==> src/hdl/ldc_map.vh <==
// Purpose: register offsets, field positions, reset values and timing for ldc
// Assumes: byte-wide register port, 8-bit addresses
// Notes:   none
`ifndef LDC_MAP_VH
`define LDC_MAP_VH

`define LDC_ADDR_LINK      8'h72
`define LDC_ADDR_POLARITY  8'h73
`define LDC_ADDR_DRIVE     8'h74
`define LDC_ADDR_TRANS     8'h77
`define LDC_ADDR_MIRROR    8'h79
`define LDC_ADDR_MIN_DUTY  8'h86
`define LDC_ADDR_MAX_DUTY  8'h87
`define LDC_ADDR_BEHAVIOR  8'h81
`define LDC_ADDR_CONFIG    8'h88
`define LDC_ADDR_STATUS    8'h89

`define LDC_RST_DRIVE      2'h0
`define LDC_RST_TRANS      2'h0
`define LDC_RST_MIRROR     2'h0
`define LDC_RST_BEHAVIOR   4'h0
`define LDC_RST_POLARITY   2'h0
`define LDC_RST_LINK       2'h0
`define LDC_RST_MIN_DUTY   8'h00
`define LDC_RST_MAX_DUTY   8'hFF

`define LDC_CFG_INV_BIT    0
`define LDC_CFG_BLKMIR_BIT 1

`define LDC_BEH_DIRECT     2'h0
`define LDC_BEH_PULSE1     2'h1
`define LDC_BEH_PULSE2     2'h2
`define LDC_BEH_BREATHE    2'h3

`define LDC_PULSE_COUNT    3'h4
`define LDC_PWM_TICK_NS    1000
`define LDC_CLK_NS         10
`define LDC_PWM_TICK_CYC   (`LDC_PWM_TICK_NS / `LDC_CLK_NS)
// last count of the tick divider, one below the cycles per tick
`define LDC_PWM_TICK_LAST  7'h63
`define LDC_RAMP_STEP      8'h04

`endif

==> src/hdl/ldc_channel.v <==
// Purpose: one lamp channel: behavior sequencer and pwm with polarity/mirror
// Assumes: pwm_tick is a one-cycle enable, duty values are 0..255 of 255
// Notes:   actuate is the already resolved touch/host request
`timescale 1ns/1ps
`include "ldc_map.vh"
module ldc_channel
(
  input  wire       clk_sys,
  input  wire       arst_n,
  input  wire       pwm_tick,
  input  wire       actuate,
  input  wire [1:0] behavior,
  input  wire       polarity,
  input  wire       mirror,
  input  wire [7:0] min_duty,
  input  wire [7:0] max_duty,
  output reg        pin_level,
  output reg        active
);

  localparam ST_IDLE  = 2'h0;
  localparam ST_UP    = 2'h1;
  localparam ST_DOWN  = 2'h2;
  localparam ST_HOLD  = 2'h3;

  reg  [1:0] state;
  reg  [1:0] next_state;
  reg  [7:0] level;
  reg  [7:0] pwm_cnt;
  reg  [2:0] pulses;
  reg        actuate_d;
  reg        run;
  wire       rise = actuate & ~actuate_d;
  wire       fall = ~actuate & actuate_d;
  wire       at_max = (level >= max_duty) || (max_duty - level < `LDC_RAMP_STEP);
  wire       at_min = (level <= min_duty) || (level - min_duty < `LDC_RAMP_STEP);
  wire [7:0] eff_duty;
  wire       duty_on;

  // level is the low-time of an inverted pin; mirror re-references to 100%
  assign eff_duty = mirror ? (8'hFF - level) : level;
  assign duty_on  = (pwm_cnt < eff_duty);

  always @*
  begin
    next_state = state;
    case (state)
      ST_IDLE:  if (run) next_state = ST_UP;
      ST_UP:    if (at_max) next_state = (behavior == `LDC_BEH_DIRECT) ? ST_HOLD : ST_DOWN;
      ST_DOWN:  if (at_min) next_state = run ? ST_UP : ST_IDLE;
      ST_HOLD:  if (!run) next_state = ST_IDLE;
      default:  next_state = ST_IDLE;
    endcase
  end

  always @(posedge clk_sys or negedge arst_n)
  begin
    if (!arst_n)
    begin
      state     <= ST_IDLE;
      level     <= 8'h00;
      pwm_cnt   <= 8'h00;
      pulses    <= 3'h0;
      actuate_d <= 1'b0;
      run       <= 1'b0;
      pin_level <= 1'b1;
      active    <= 1'b0;
    end
    else
    begin
      actuate_d <= actuate;
      // start and stop triggers per behavior
      case (behavior)
        `LDC_BEH_DIRECT, `LDC_BEH_BREATHE:
          run <= actuate;
        `LDC_BEH_PULSE1:
          if ((rise || fall) && pulses == 3'h0)
          begin
            pulses <= `LDC_PULSE_COUNT;
            run    <= 1'b1;
          end
        default:
          if (rise)
          begin
            run    <= 1'b1;
            pulses <= 3'h0;
          end
          else if (fall)
            pulses <= `LDC_PULSE_COUNT;
      endcase
      // direct follows its request at once; ramps step once per pwm period
      if (behavior == `LDC_BEH_DIRECT)
        level <= actuate ? max_duty : min_duty;
      if (pwm_tick)
      begin
        pwm_cnt <= (pwm_cnt == 8'hFE) ? 8'h00 : pwm_cnt + 8'h01;
        if (pwm_cnt == 8'hFE)
        begin
          state <= next_state;
          if (behavior != `LDC_BEH_DIRECT)
          begin
            if (state == ST_UP && !at_max)
              level <= level + `LDC_RAMP_STEP;
            else if (state == ST_DOWN && !at_min)
              level <= level - `LDC_RAMP_STEP;
            else if (state == ST_IDLE)
              level <= min_duty;
          end
          if (state == ST_DOWN && at_min && pulses != 3'h0 && behavior != `LDC_BEH_BREATHE)
          begin
            pulses <= pulses - 3'h1;
            if (pulses == 3'h1)
              run <= 1'b0;
          end
        end
      end
      active    <= run;
      // duty fraction drives low when inverted, high when non-inverted
      pin_level <= polarity ? duty_on : ~duty_on;
    end
  end

endmodule // ldc_channel

==> src/hdl/ldc_top.v <==
// Purpose: two-channel lamp drive control with touch linking and host drive
// Assumes: touch inputs are asynchronous pins; one 100 MHz clock
// Notes:   read data valid one cycle after the read strobe
//
// Overview of operation
// - host drive register at 74h, reset 00h, bit1 second, bit0 first channel.
// - a linked channel ignores its host drive bit.
// - cleared bit gives minimum duty, set bit actuates to maximum duty.
// - polarity sets idle pin state; actuated behavior follows behavior field.
// - inverted and idle: pin low for minimum-duty fraction only.
// - inverted and actuated: ramp low-time from minimum toward maximum duty.
// - non-inverted: duty is relative to 100 percent.
// - link-transition register at 77h, reset 00h, one bit per channel.
// - transition bit clear: linking with host bit set and no touch toggles lamp.
// - transition and invert set: linking keeps lamp; later touches toggle it.
// - transition set, invert clear: linking keeps lamp; touches leave it unchanged.
// - mirror register at 79h, reset 00h, set references duty to 100 percent.
// - polarity write copies into mirror unless block-mirror-copy is set.
// - behavior register at 81h, reset 00h, fields bits 3:2 and 1:0.
// - behavior: direct, pulse count, pulse then count, breathe.
// - polarity clear inverts; polarity set non-inverting.
// - unlinked channel treats host bit 1 as touch, 0 as release.
`timescale 1ns/1ps
`include "ldc_map.vh"
module ldc_top
(
  input  wire       clk_sys,
  input  wire       arst_n,
  input  wire [7:0] reg_addr,
  input  wire [7:0] reg_wdata,
  input  wire       reg_wr,
  input  wire       reg_rd,
  output reg  [7:0] reg_rdata,
  input  wire       first_touch_input,
  input  wire       second_touch_input,
  output wire       first_lamp_pin,
  output wire       second_lamp_pin
);

  reg  [1:0] link_enable;
  reg  [1:0] channel_polarity;
  reg  [1:0] led_host_drive;
  reg  [1:0] linked_transition_control;
  reg  [1:0] duty_mirror_control;
  reg  [3:0] led_behavior_select;
  reg  [7:0] min_duty;
  reg  [7:0] max_duty;
  reg  [1:0] config_bits;
  reg  [6:0] tick_cnt;
  reg        pwm_tick;
  wire [1:0] pin_level;
  wire [1:0] ch_active;
  wire [1:0] touch_raw = {second_touch_input, first_touch_input};
  wire       inv_tran  = config_bits[`LDC_CFG_INV_BIT];

  localparam [6:0] TICK_LAST = `LDC_PWM_TICK_LAST;

  // pwm rate enable
  always @(posedge clk_sys or negedge arst_n)
  begin
    if (!arst_n)
    begin
      tick_cnt <= 7'h00;
      pwm_tick <= 1'b0;
    end
    else
    begin
      pwm_tick <= (tick_cnt == TICK_LAST);
      tick_cnt <= (tick_cnt == TICK_LAST) ? 7'h00 : tick_cnt + 7'h01;
    end
  end

  // register writes
  always @(posedge clk_sys or negedge arst_n)
  begin
    if (!arst_n)
    begin
      link_enable               <= `LDC_RST_LINK;
      channel_polarity          <= `LDC_RST_POLARITY;
      led_host_drive            <= `LDC_RST_DRIVE;
      linked_transition_control <= `LDC_RST_TRANS;
      duty_mirror_control       <= `LDC_RST_MIRROR;
      led_behavior_select       <= `LDC_RST_BEHAVIOR;
      min_duty                  <= `LDC_RST_MIN_DUTY;
      max_duty                  <= `LDC_RST_MAX_DUTY;
      config_bits               <= 2'h0;
    end
    else if (reg_wr)
    begin
      if (reg_addr == `LDC_ADDR_LINK)
        link_enable <= reg_wdata[1:0];
      else if (reg_addr == `LDC_ADDR_POLARITY)
      begin
        channel_polarity <= reg_wdata[1:0];
        if (!config_bits[`LDC_CFG_BLKMIR_BIT])
          duty_mirror_control <= reg_wdata[1:0];
      end
      else if (reg_addr == `LDC_ADDR_DRIVE)
        led_host_drive <= reg_wdata[1:0];
      else if (reg_addr == `LDC_ADDR_TRANS)
        linked_transition_control <= reg_wdata[1:0];
      else if (reg_addr == `LDC_ADDR_MIRROR)
        duty_mirror_control <= reg_wdata[1:0];
      else if (reg_addr == `LDC_ADDR_BEHAVIOR)
        led_behavior_select <= reg_wdata[3:0];
      else if (reg_addr == `LDC_ADDR_MIN_DUTY)
        min_duty <= reg_wdata;
      else if (reg_addr == `LDC_ADDR_MAX_DUTY)
        max_duty <= reg_wdata;
      else if (reg_addr == `LDC_ADDR_CONFIG)
        config_bits <= reg_wdata[1:0];
    end
  end

  // register reads, one cycle later
  always @(posedge clk_sys or negedge arst_n)
  begin
    if (!arst_n)
      reg_rdata <= 8'h00;
    else if (reg_rd)
    begin
      if (reg_addr == `LDC_ADDR_LINK)
        reg_rdata <= {6'h00, link_enable};
      else if (reg_addr == `LDC_ADDR_POLARITY)
        reg_rdata <= {6'h00, channel_polarity};
      else if (reg_addr == `LDC_ADDR_DRIVE)
        reg_rdata <= {6'h00, led_host_drive};
      else if (reg_addr == `LDC_ADDR_TRANS)
        reg_rdata <= {6'h00, linked_transition_control};
      else if (reg_addr == `LDC_ADDR_MIRROR)
        reg_rdata <= {6'h00, duty_mirror_control};
      else if (reg_addr == `LDC_ADDR_BEHAVIOR)
        reg_rdata <= {4'h0, led_behavior_select};
      else if (reg_addr == `LDC_ADDR_MIN_DUTY)
        reg_rdata <= min_duty;
      else if (reg_addr == `LDC_ADDR_MAX_DUTY)
        reg_rdata <= max_duty;
      else if (reg_addr == `LDC_ADDR_CONFIG)
        reg_rdata <= {6'h00, config_bits};
      else if (reg_addr == `LDC_ADDR_STATUS)
        reg_rdata <= {4'h0, ch_active, pin_level};
      else
        reg_rdata <= 8'h00;
    end
  end

  genvar i;
  generate
    for (i = 0; i < 2; i = i + 1)
    begin : g_ch
      reg  touch_s1;
      reg  touch_s2;
      reg  touch_s3;
      reg  touch;
      reg  touch_d;
      reg  link_d;
      reg  hold_mode;
      reg  hold_level;
      wire link_now;
      wire actuate;
      // linking now with host bit set, no touch, transition bit set
      assign link_now = link_enable[i] & ~link_d & led_host_drive[i] & ~touch
                        & linked_transition_control[i];
      // touch synchroniser: accept change when stages two and three agree
      always @(posedge clk_sys or negedge arst_n)
      begin
        if (!arst_n)
        begin
          touch_s1   <= 1'b0;
          touch_s2   <= 1'b0;
          touch_s3   <= 1'b0;
          touch      <= 1'b0;
          touch_d    <= 1'b0;
          link_d     <= 1'b0;
          hold_mode  <= 1'b0;
          hold_level <= 1'b0;
        end
        else
        begin
          touch_s1 <= touch_raw[i];
          touch_s2 <= touch_s1;
          touch_s3 <= touch_s2;
          if (touch_s2 == touch_s3)
            touch <= touch_s3;
          touch_d <= touch;
          link_d  <= link_enable[i];
          if (!link_enable[i])
            hold_mode <= 1'b0;
          else if (link_now)
          begin
            hold_mode  <= 1'b1;
            hold_level <= 1'b1;
          end
          else if (hold_mode && inv_tran && touch && !touch_d)
            hold_level <= ~hold_level;
        end
      end
      // clear transition bit: plain touch following, so the lamp drops
      // link_now keeps the lamp actuated in the very cycle of linking
      assign actuate = !link_enable[i] ? led_host_drive[i] :
                       link_now        ? 1'b1 :
                       hold_mode       ? hold_level : touch;
      ldc_channel u_ch
      (
        .clk_sys   (clk_sys),
        .arst_n    (arst_n),
        .pwm_tick  (pwm_tick),
        .actuate   (actuate),
        .behavior  (led_behavior_select[2*i+1:2*i]),
        .polarity  (channel_polarity[i]),
        .mirror    (duty_mirror_control[i]),
        .min_duty  (min_duty),
        .max_duty  (max_duty),
        .pin_level (pin_level[i]),
        .active    (ch_active[i])
      );
    end
  endgenerate

  assign first_lamp_pin  = pin_level[0];
  assign second_lamp_pin = pin_level[1];

endmodule // ldc_top

==> config.mk <==
export PLATFORM = sky130hd
export DESIGN_NAME = ldc_top
export DESIGN_NICKNAME = d
export VERILOG_FILES = /design/src/hdl/ldc_channel.v /design/src/hdl/ldc_top.v
export VERILOG_INCLUDE_DIRS = /design/src /design/src/hdl
export SDC_FILE = /design/constraint.sdc
export NUM_CORES = 1
export LEC_CHECK = 0
export ABC_CLOCK_PERIOD_IN_PS = 4380
export BUFFER_PORTS_ARGS = -buffer_cell sky130_fd_sc_hd__clkbuf_2
export CAP_MARGIN = 5
export CORE_MARGIN = 2
export CORE_UTILIZATION = 65
export DETAILED_ROUTE_END_ITERATION = 6
export HOLD_SLACK_MARGIN = 0.12
export PLACE_DENSITY = 0.87
export SLEW_MARGIN = 15
export SYNTH_ARGS = -nofsm -noshare
export SYNTH_HDL_FRONTEND = slang
export SYNTH_HIERARCHICAL = 1
export SYNTH_SLANG_ARGS = --single-unit
==> constraint.sdc <==
create_clock -name clk_sys -period 4.38 [get_ports clk_sys]
set_clock_uncertainty 0.2 [all_clocks]
set_input_delay 0.219 -clock clk_sys [delete_from_list [all_inputs] [get_ports clk_sys]]
set_output_delay 0.219 -clock clk_sys [all_outputs]
set_load 0.005 [all_outputs]
After elaboration in Yosys (flattened, before gate mapping)
Index checks and enable logic that the tools add are counted.
{"block": "word_totals", "reg_bits": 114}
{"block": "classes", "addsub": 15, "magnitude_cmp": 10, "eq_ne": 42, "n_mux": 94, "bitwise_logic": 32, "n_reduce_logical": 58}
{"operator": "two-way mux 8 bit", "count": 28}
{"operator": "== test 8 bit (second input constant)", "count": 7}
{"operator": "== test 8 x 7 -> 1 bit (second input constant)", "count": 5}
{"operator": "two-way mux 3 bit", "count": 12}
{"operator": "< comparator 8 x 3 -> 1 bit (second input constant)", "count": 4}
{"operator": "two-way mux 1 bit", "count": 32}
{"operator": "subtractor 8 bit", "count": 4}
{"operator": "two-way mux 2 bit", "count": 13}
{"operator": "inverter 1 bit", "count": 20}
{"operator": "logical AND 1 bit", "count": 18}
{"operator": "AND reduction 6 bit", "count": 3}
{"operator": "adder 8 x 1 -> 8 bit (second input constant)", "count": 2}
{"operator": "adder 8 x 3 -> 8 bit (second input constant)", "count": 2}
{"operator": ">= comparator 8 bit", "count": 2}
{"operator": "<= comparator 8 bit", "count": 2}
{"operator": "< comparator 8 bit", "count": 2}
{"operator": "!= test 2 x 1 -> 1 bit (second input constant)", "count": 8}
{"operator": "one-hot mux 2 bit (4 select lines)", "count": 2}
{"operator": "subtractor 8 x 3 -> 8 bit (second input constant)", "count": 2}
{"operator": "subtractor 8 bit (first input constant)", "count": 2}
{"operator": "!= test 2 bit (second input constant)", "count": 7}
{"operator": "AND 1 bit", "count": 12}
{"operator": "== test 2 bit (second input constant)", "count": 6}
{"operator": "one-hot mux 3 bit (2 select lines)", "count": 2}
{"operator": "24 further kinds", "count": 54}

Depth between registers and ports, before layout
{"block": "logic_depth", "depth_word": 17, "mapped_depth": 13}

Cells and area by module
The synthesis kept the hierarchy.
{"mod": "ldc_top", "n_inst": 1, "cells_per_inst": 248, "area_each_um2": 2962.8, "seq_area_each_um2": 1611.5}
{"mod": "ldc_channel at g_ch[1].u_ch", "n_inst": 1, "cells_per_inst": 344, "area_each_um2": 2796.4, "seq_area_each_um2": 626.9}
{"mod": "ldc_channel at g_ch[0].u_ch", "n_inst": 1, "cells_per_inst": 329, "area_each_um2": 2686.3, "seq_area_each_um2": 626.9}

Worst setup path before layout
OpenSTA, ideal clock, no wires.
{"block": "synth_timing", "path_type": "flip-flop to flip-flop", "startpoint": "reg max_duty[1]", "endpoint": "reg g_ch[0].u_ch.level[2]", "arrival_time_ns": 2.520, "setup_slack_ns": 1.518, "stages_incl_launch_ff": 11, "n_path_buf": 1, "period_less_slack_ns": 2.862, "path_cell_list": "dfstp_2 -> ha_1 -> nor2b_4 -> o31a_1 -> o41a_1 -> mux2_4 -> a31oi_4 -> a21o_1 -> buf_6 -> a2111oi_2 -> a311oi_1"}
{"block": "synth_between", "elab_chain_len": 9, "elab_cells_between_ends": 10, "classes_between": "1 x add/sub; 2 x order compare; 4 x mux; 3 x reduce/logical"}
{"item": "start, declared", "line": "ldc_top.v:47", "rtl": "reg [7:0] max_duty;"}
{"item": "start signal, assigned", "line": "ldc_top.v:85", "rtl": "max_duty <= `LDC_RST_MAX_DUTY;"}
{"item": "start signal, assigned", "line": "ldc_top.v:109", "rtl": "max_duty <= reg_wdata;"}
{"item": "subtractor 8 bit", "line": "ldc_channel.v:35", "rtl": "wire at_max = (level >= max_duty) || (max_duty - level < `LDC_RAMP_STEP);"}
{"item": "< comparator 8 x 3 -> 1 bit (no line)"}
{"item": "logical OR 1 bit *", "line": "ldc_channel.v:35"}
{"item": "logical NOT 1 bit *", "line": "ldc_channel.v:102", "rtl": "if (state == ST_UP && !at_max)"}
{"item": "logical AND 1 bit *", "line": "ldc_channel.v:102"}
{"item": "two-way mux 8 bit *", "line": "ldc_channel.v:102"}
{"item": "two-way mux 8 bit *", "line": "ldc_channel.v:100", "rtl": "if (behavior != `LDC_BEH_DIRECT)"}
{"item": "two-way mux 8 bit *", "line": "ldc_channel.v:97", "rtl": "if (pwm_cnt == 8'hFE)"}
{"item": "two-way mux 8 bit *", "line": "ldc_channel.v:94", "rtl": "if (pwm_tick)"}
{"item": "end signal, assigned", "line": "ldc_channel.v:93", "rtl": "level <= actuate ? max_duty : min_duty;"}
{"item": "end signal, assigned", "line": "ldc_channel.v:103", "rtl": "level <= level + `LDC_RAMP_STEP;"}
{"item": "end signal, assigned", "line": "ldc_channel.v:105", "rtl": "level <= level - `LDC_RAMP_STEP;"}
{"item": "end, declared", "line": "ldc_channel.v:28", "rtl": "reg [7:0] level;"}
Every way passes the cells marked *; elsewhere a longest branch is shown, timed or not.
A chain may end at the register's enable or synchronous reset.

Worst setup path in the final report
{"block": "layout_timing", "startpoint": "reg min_duty[2]", "endpoint": "reg g_ch[1].u_ch.level[4]"}
{"block": "layout_between", "elab_chain_len": 10, "elab_cells_between_ends": 11, "classes_between": "1 x add/sub; 2 x order compare; 5 x mux; 3 x reduce/logical"}
{"item": "start, declared", "line": "ldc_top.v:46", "rtl": "reg [7:0] min_duty;"}
{"item": "start signal, assigned", "line": "ldc_top.v:84", "rtl": "min_duty <= `LDC_RST_MIN_DUTY;"}
{"item": "start signal, assigned", "line": "ldc_top.v:107", "rtl": "min_duty <= reg_wdata;"}
{"item": "subtractor 8 bit", "line": "ldc_channel.v:36", "rtl": "wire at_min = (level <= min_duty) || (level - min_duty < `LDC_RAMP_STEP);"}
{"item": "< comparator 8 x 3 -> 1 bit (no line)"}
{"item": "logical OR 1 bit *", "line": "ldc_channel.v:36"}
{"item": "logical NOT 1 bit *", "line": "ldc_channel.v:104", "rtl": "else if (state == ST_DOWN && !at_min)"}
{"item": "logical AND 1 bit *", "line": "ldc_channel.v:104"}
{"item": "two-way mux 8 bit *", "line": "ldc_channel.v:104"}
{"item": "two-way mux 8 bit *", "line": "ldc_channel.v:102"}
{"item": "two-way mux 8 bit *", "line": "ldc_channel.v:100"}
{"item": "two-way mux 8 bit *", "line": "ldc_channel.v:97"}
{"item": "two-way mux 8 bit *", "line": "ldc_channel.v:94"}
{"item": "end signal, assigned", "line": "ldc_channel.v:93"}
{"item": "end signal, assigned", "line": "ldc_channel.v:103"}
{"item": "end signal, assigned", "line": "ldc_channel.v:105"}
{"item": "end, declared", "line": "ldc_channel.v:28"}
Marks and branches as above.

==> flow_metrics.env <==
export IMPL_min_period_over_period_pct=80.51
export IMPL_syn2layout_area_growth_pct=10.99
export IMPL_rr_worst_depth=10
export IMPL_crit_fanout=13
export IMPL_drive_gt1_share_pct=14.26
export IMPL_r2r_start="min_duty[2]"
export IMPL_core_area_mm2=0.01267
export IMPL_critical_path_required_ps=4420
export IMPL_root_buffer="clkbuf_16"
export IMPL_post_drt_wl_per_cell_um=18.99
export IMPL_cts_buffers=17
export IMPL_arrival_ps=3570
export IMPL_rows=41
export IMPL_ys_ff_latch=114
export IMPL_syn_inst=921
export IMPL_fin_crit_ps=3526
export IMPL_drt_vias_per_instance=6.554
export IMPL_grt_overflow_total=0
export IMPL_synth_edf_count=0
export IMPL_placed_cell_area_mm2=0.008625
export IMPL_rr_endpoint="g_ch[1].u_ch/level[4]"
export IMPL_place_gp_congestion=1.015
export IMPL_die_h_um=118.0
export IMPL_peakVddDrop_mv=0.3161
export IMPL_slew_headroom_pct=33.18
export IMPL_io_pins=32
export IMPL_crit_start="min_duty[2]"
export IMPL_yosysSeqAreaShare_pct=33.93
export IMPL_synth_main_ff_cell="dfrtp_1"
export IMPL_drt_iter0_markers=920
export IMPL_clk_latency_ps=420
export IMPL_outcome="complete, no violations"
export IMPL_ff2ff_setup_slack_ps=850
export IMPL_synthArstFlopShare_pct=100.0
export IMPL_total_leakage_power_nw=4.046
export IMPL_maxSlewViolCount=0
export IMPL_antenna_cells=0
export IMPL_syn_avg_cell_area_um2=9.170
export IMPL_syn_area_mm2=0.008446
export IMPL_antenna_found_initial=0
export IMPL_min_path_type="input pin to flip-flop"
export IMPL_grt_use_total_pct=31.80
export IMPL_grt_pass1_wl_mm=35.80
export IMPL_crit_end="g_ch[1].u_ch/level[4]"
export IMPL_drtAntennaViolNets=0
export IMPL_htreeDepth=4
export IMPL_yosysMostFrequentCell="dfrtp_1"
export IMPL_stdcell_area_mm2=0.009374
export IMPL_synth_area_top_cells="dfrtp_1 31%, ha_1 11%, mux2_2 4.4%"
export IMPL_ys_warnings_count=6
export IMPL_grt_start_max_net_pins=79
export IMPL_first_global_vias=7366
export IMPL_timing_fmax_mhz=283.6
export IMPL_crit_path_end_kind="flip-flop"
export IMPL_routed_wl_mm=21.65
export IMPL_syn_num_nets=1016
export IMPL_drt_pass1_iterations=6
export IMPL_path_clk_slew_ps=60
export IMPL_crit_type="flip-flop to flip-flop"
export IMPL_hold_viol=0
export IMPL_holdWs_ps=131.7
export IMPL_cts_resized=0
export IMPL_fp_dieArea_mm2=0.01392
export IMPL_initial_core_util_pct=66.65
export IMPL_final_nets=1051
export IMPL_synth_top_cell_area_share_pct=30.81
export IMPL_fin_cells=1140
export IMPL_powerDensity_mw_per_mm2=367.8
export IMPL_synth_top_area_cell="dfrtp_1"
export IMPL_grt_setup_unrepaired="false"
export IMPL_fp_dieW_um=118.0
export IMPL_dpl_cell_count=1094
export IMPL_io_buffers=31
export IMPL_utilization_pct=73.98
export IMPL_worst_pin_slew_ps=1002
export IMPL_post_dp_hpwl_mm=15.01
export IMPL_drc=0
export IMPL_tns_ps=0
export IMPL_cts_path_max_buffers=2
export IMPL_yosysUniqueCellTypes=94
export IMPL_vias=7471
export IMPL_cts_num_sinks=114
export IMPL_cts_tree="done"
export IMPL_setup_viol=0
export IMPL_cp_start_kind="flip-flop"
export IMPL_ys_top_cells_by_count="104 x dfrtp_1, 80 x nand2_1, 73 x ha_1"
export IMPL_drv_cap=0
-- flip-flops by register name (all words and copies together) (netlist names), 4 cells and up --
signal,cells
g_ch.u_ch/pulses,6
g_ch.u_ch/state,4
min_duty,8
g_ch.u_ch/level,16
reg_rdata,8
g_ch.u_ch/pwm_cnt,16
max_duty,8
led_behavior_select,4
tick_cnt,7
-- cells by family after synthesis --
| logic type | Yosys count | synth area share, % |
|---|---|---|
| flip-flops | 114 | 33.93 |
| AND/OR/NAND/NOR | 283 | 17.07 |
| XOR/XNOR | 45 | 4.667 |
| buffers and inverters | 98 | 5.407 |
| multiplexers | 56 | 7.363 |
| adder cells (fa/ha/maj) | 75 | 11.05 |
| AO/OA/AOI/OAI | 250 | 20.52 |
-- cells in the final DEF, fill, tap and decap left out, drive strengths merged, types with 6 or more instances in the layout --
cell         Yosys  final
xnor2           31     31
a211oi           8      8
o211ai          11     11
mux2            37     37
dlygate4sd3      0     15
a22oi            7      7
o21ai           64     64
nand3           28     28
a21o             6      6
dfrtp          104    104
nand4           12     12
ha              73     73
xor2            14     14
nand2b          17     17
nor2            70     70
nand2           82     82
nor2b            9      9
a21oi           46     46
o22ai           16     16
o22a             9      9
inv             66     68
nor3            17     17
o221ai           6      6
clkbuf          15     48
dfstp           10     10
and3            11     11
a31oi           13     13
o21a            11     11
mux2i           19     19
and2             7      7
-- final cells by class --
class,count,area (µm²)
Timing Repair Buffer,48,322.8
Clock inverter,13,160.2
Multi-Input combinational cell,709,5124
Tap cell,172,215.2
Inverter,66,247.7
Fill cell,888,3297
Sequential cell,114,2865
Clock buffer,18,439.2
-- routing by layer --
layer | vias up | track usage (%) | share of wire [%]
li1 | 3425 | - | -
met5 | - | 0 | 0
met3 | 121 | 6.202 | 8.1
met2 | 439 | 51.64 | 47
met4 | 0 | 18.75 | 5.0
met1 | 3486 | 39.44 | 40
-- worst max-delay path: stages, from the launching register on --
cell and delay [ps]:
dfrtp_1 550, inv_1 150, ha_1 370, o21ai_0 90, a21oi_1 170, mux2i_1 320
a2111oi_4 100, nor3_2 780, mux2i_1 190, a22oi_1 260, o21ai_0 160
-- report_power, final --
group	switching, mW	internal (mW)	leakage, nW
Combinational	0.466	0.361	2.26
Clock	0.492	0.904	0.281
Sequential	0.102	1.12	1.50
Total	1.06	2.39	4.05
-- through the flow --
| step | worst slack [ps] | power (mW) |
|---|---|---|
| after floorplan | 1518 | 1.824 |
| after global placement | 1151 | 1.997 |
| after detailed placement | 1051 | 2.024 |
| after CTS | 1007 | 3.448 |
| after global routing | 652.4 | 3.600 |
| final | 853.5 | 3.448 |
-- how the worst min path moves through the flow --
| stage | startpoint | endpoint | slack [ps] | depth (start not counted) |
|---|---|---|---|---|
| floorplan | arst_n | channel_polarity[0] | -280 | 0 |
| global placement | second_touch_input | g_ch[1].touch_s1 | 130 | 1 |
| detailed placement | first_touch_input | g_ch[0].touch_s1 | 130 | 1 |
| CTS | reg_addr[5] | reg_rdata[1] | 120 | 5 |
| global route | reg_addr[5] | reg_rdata[1] | 160 | 5 |
| finish | reg_addr[4] | reg_rdata[1] | 130 | 5 |
-- timing repair --
| action | CTS | global route |
|---|---|---|
| buffers inserted | 0 | 0 |
| hold endpoints to repair | 114 | 0 |
| hold buffers | 15 | 0 |
Note: power is estimated with default switching activity, not from simulation.
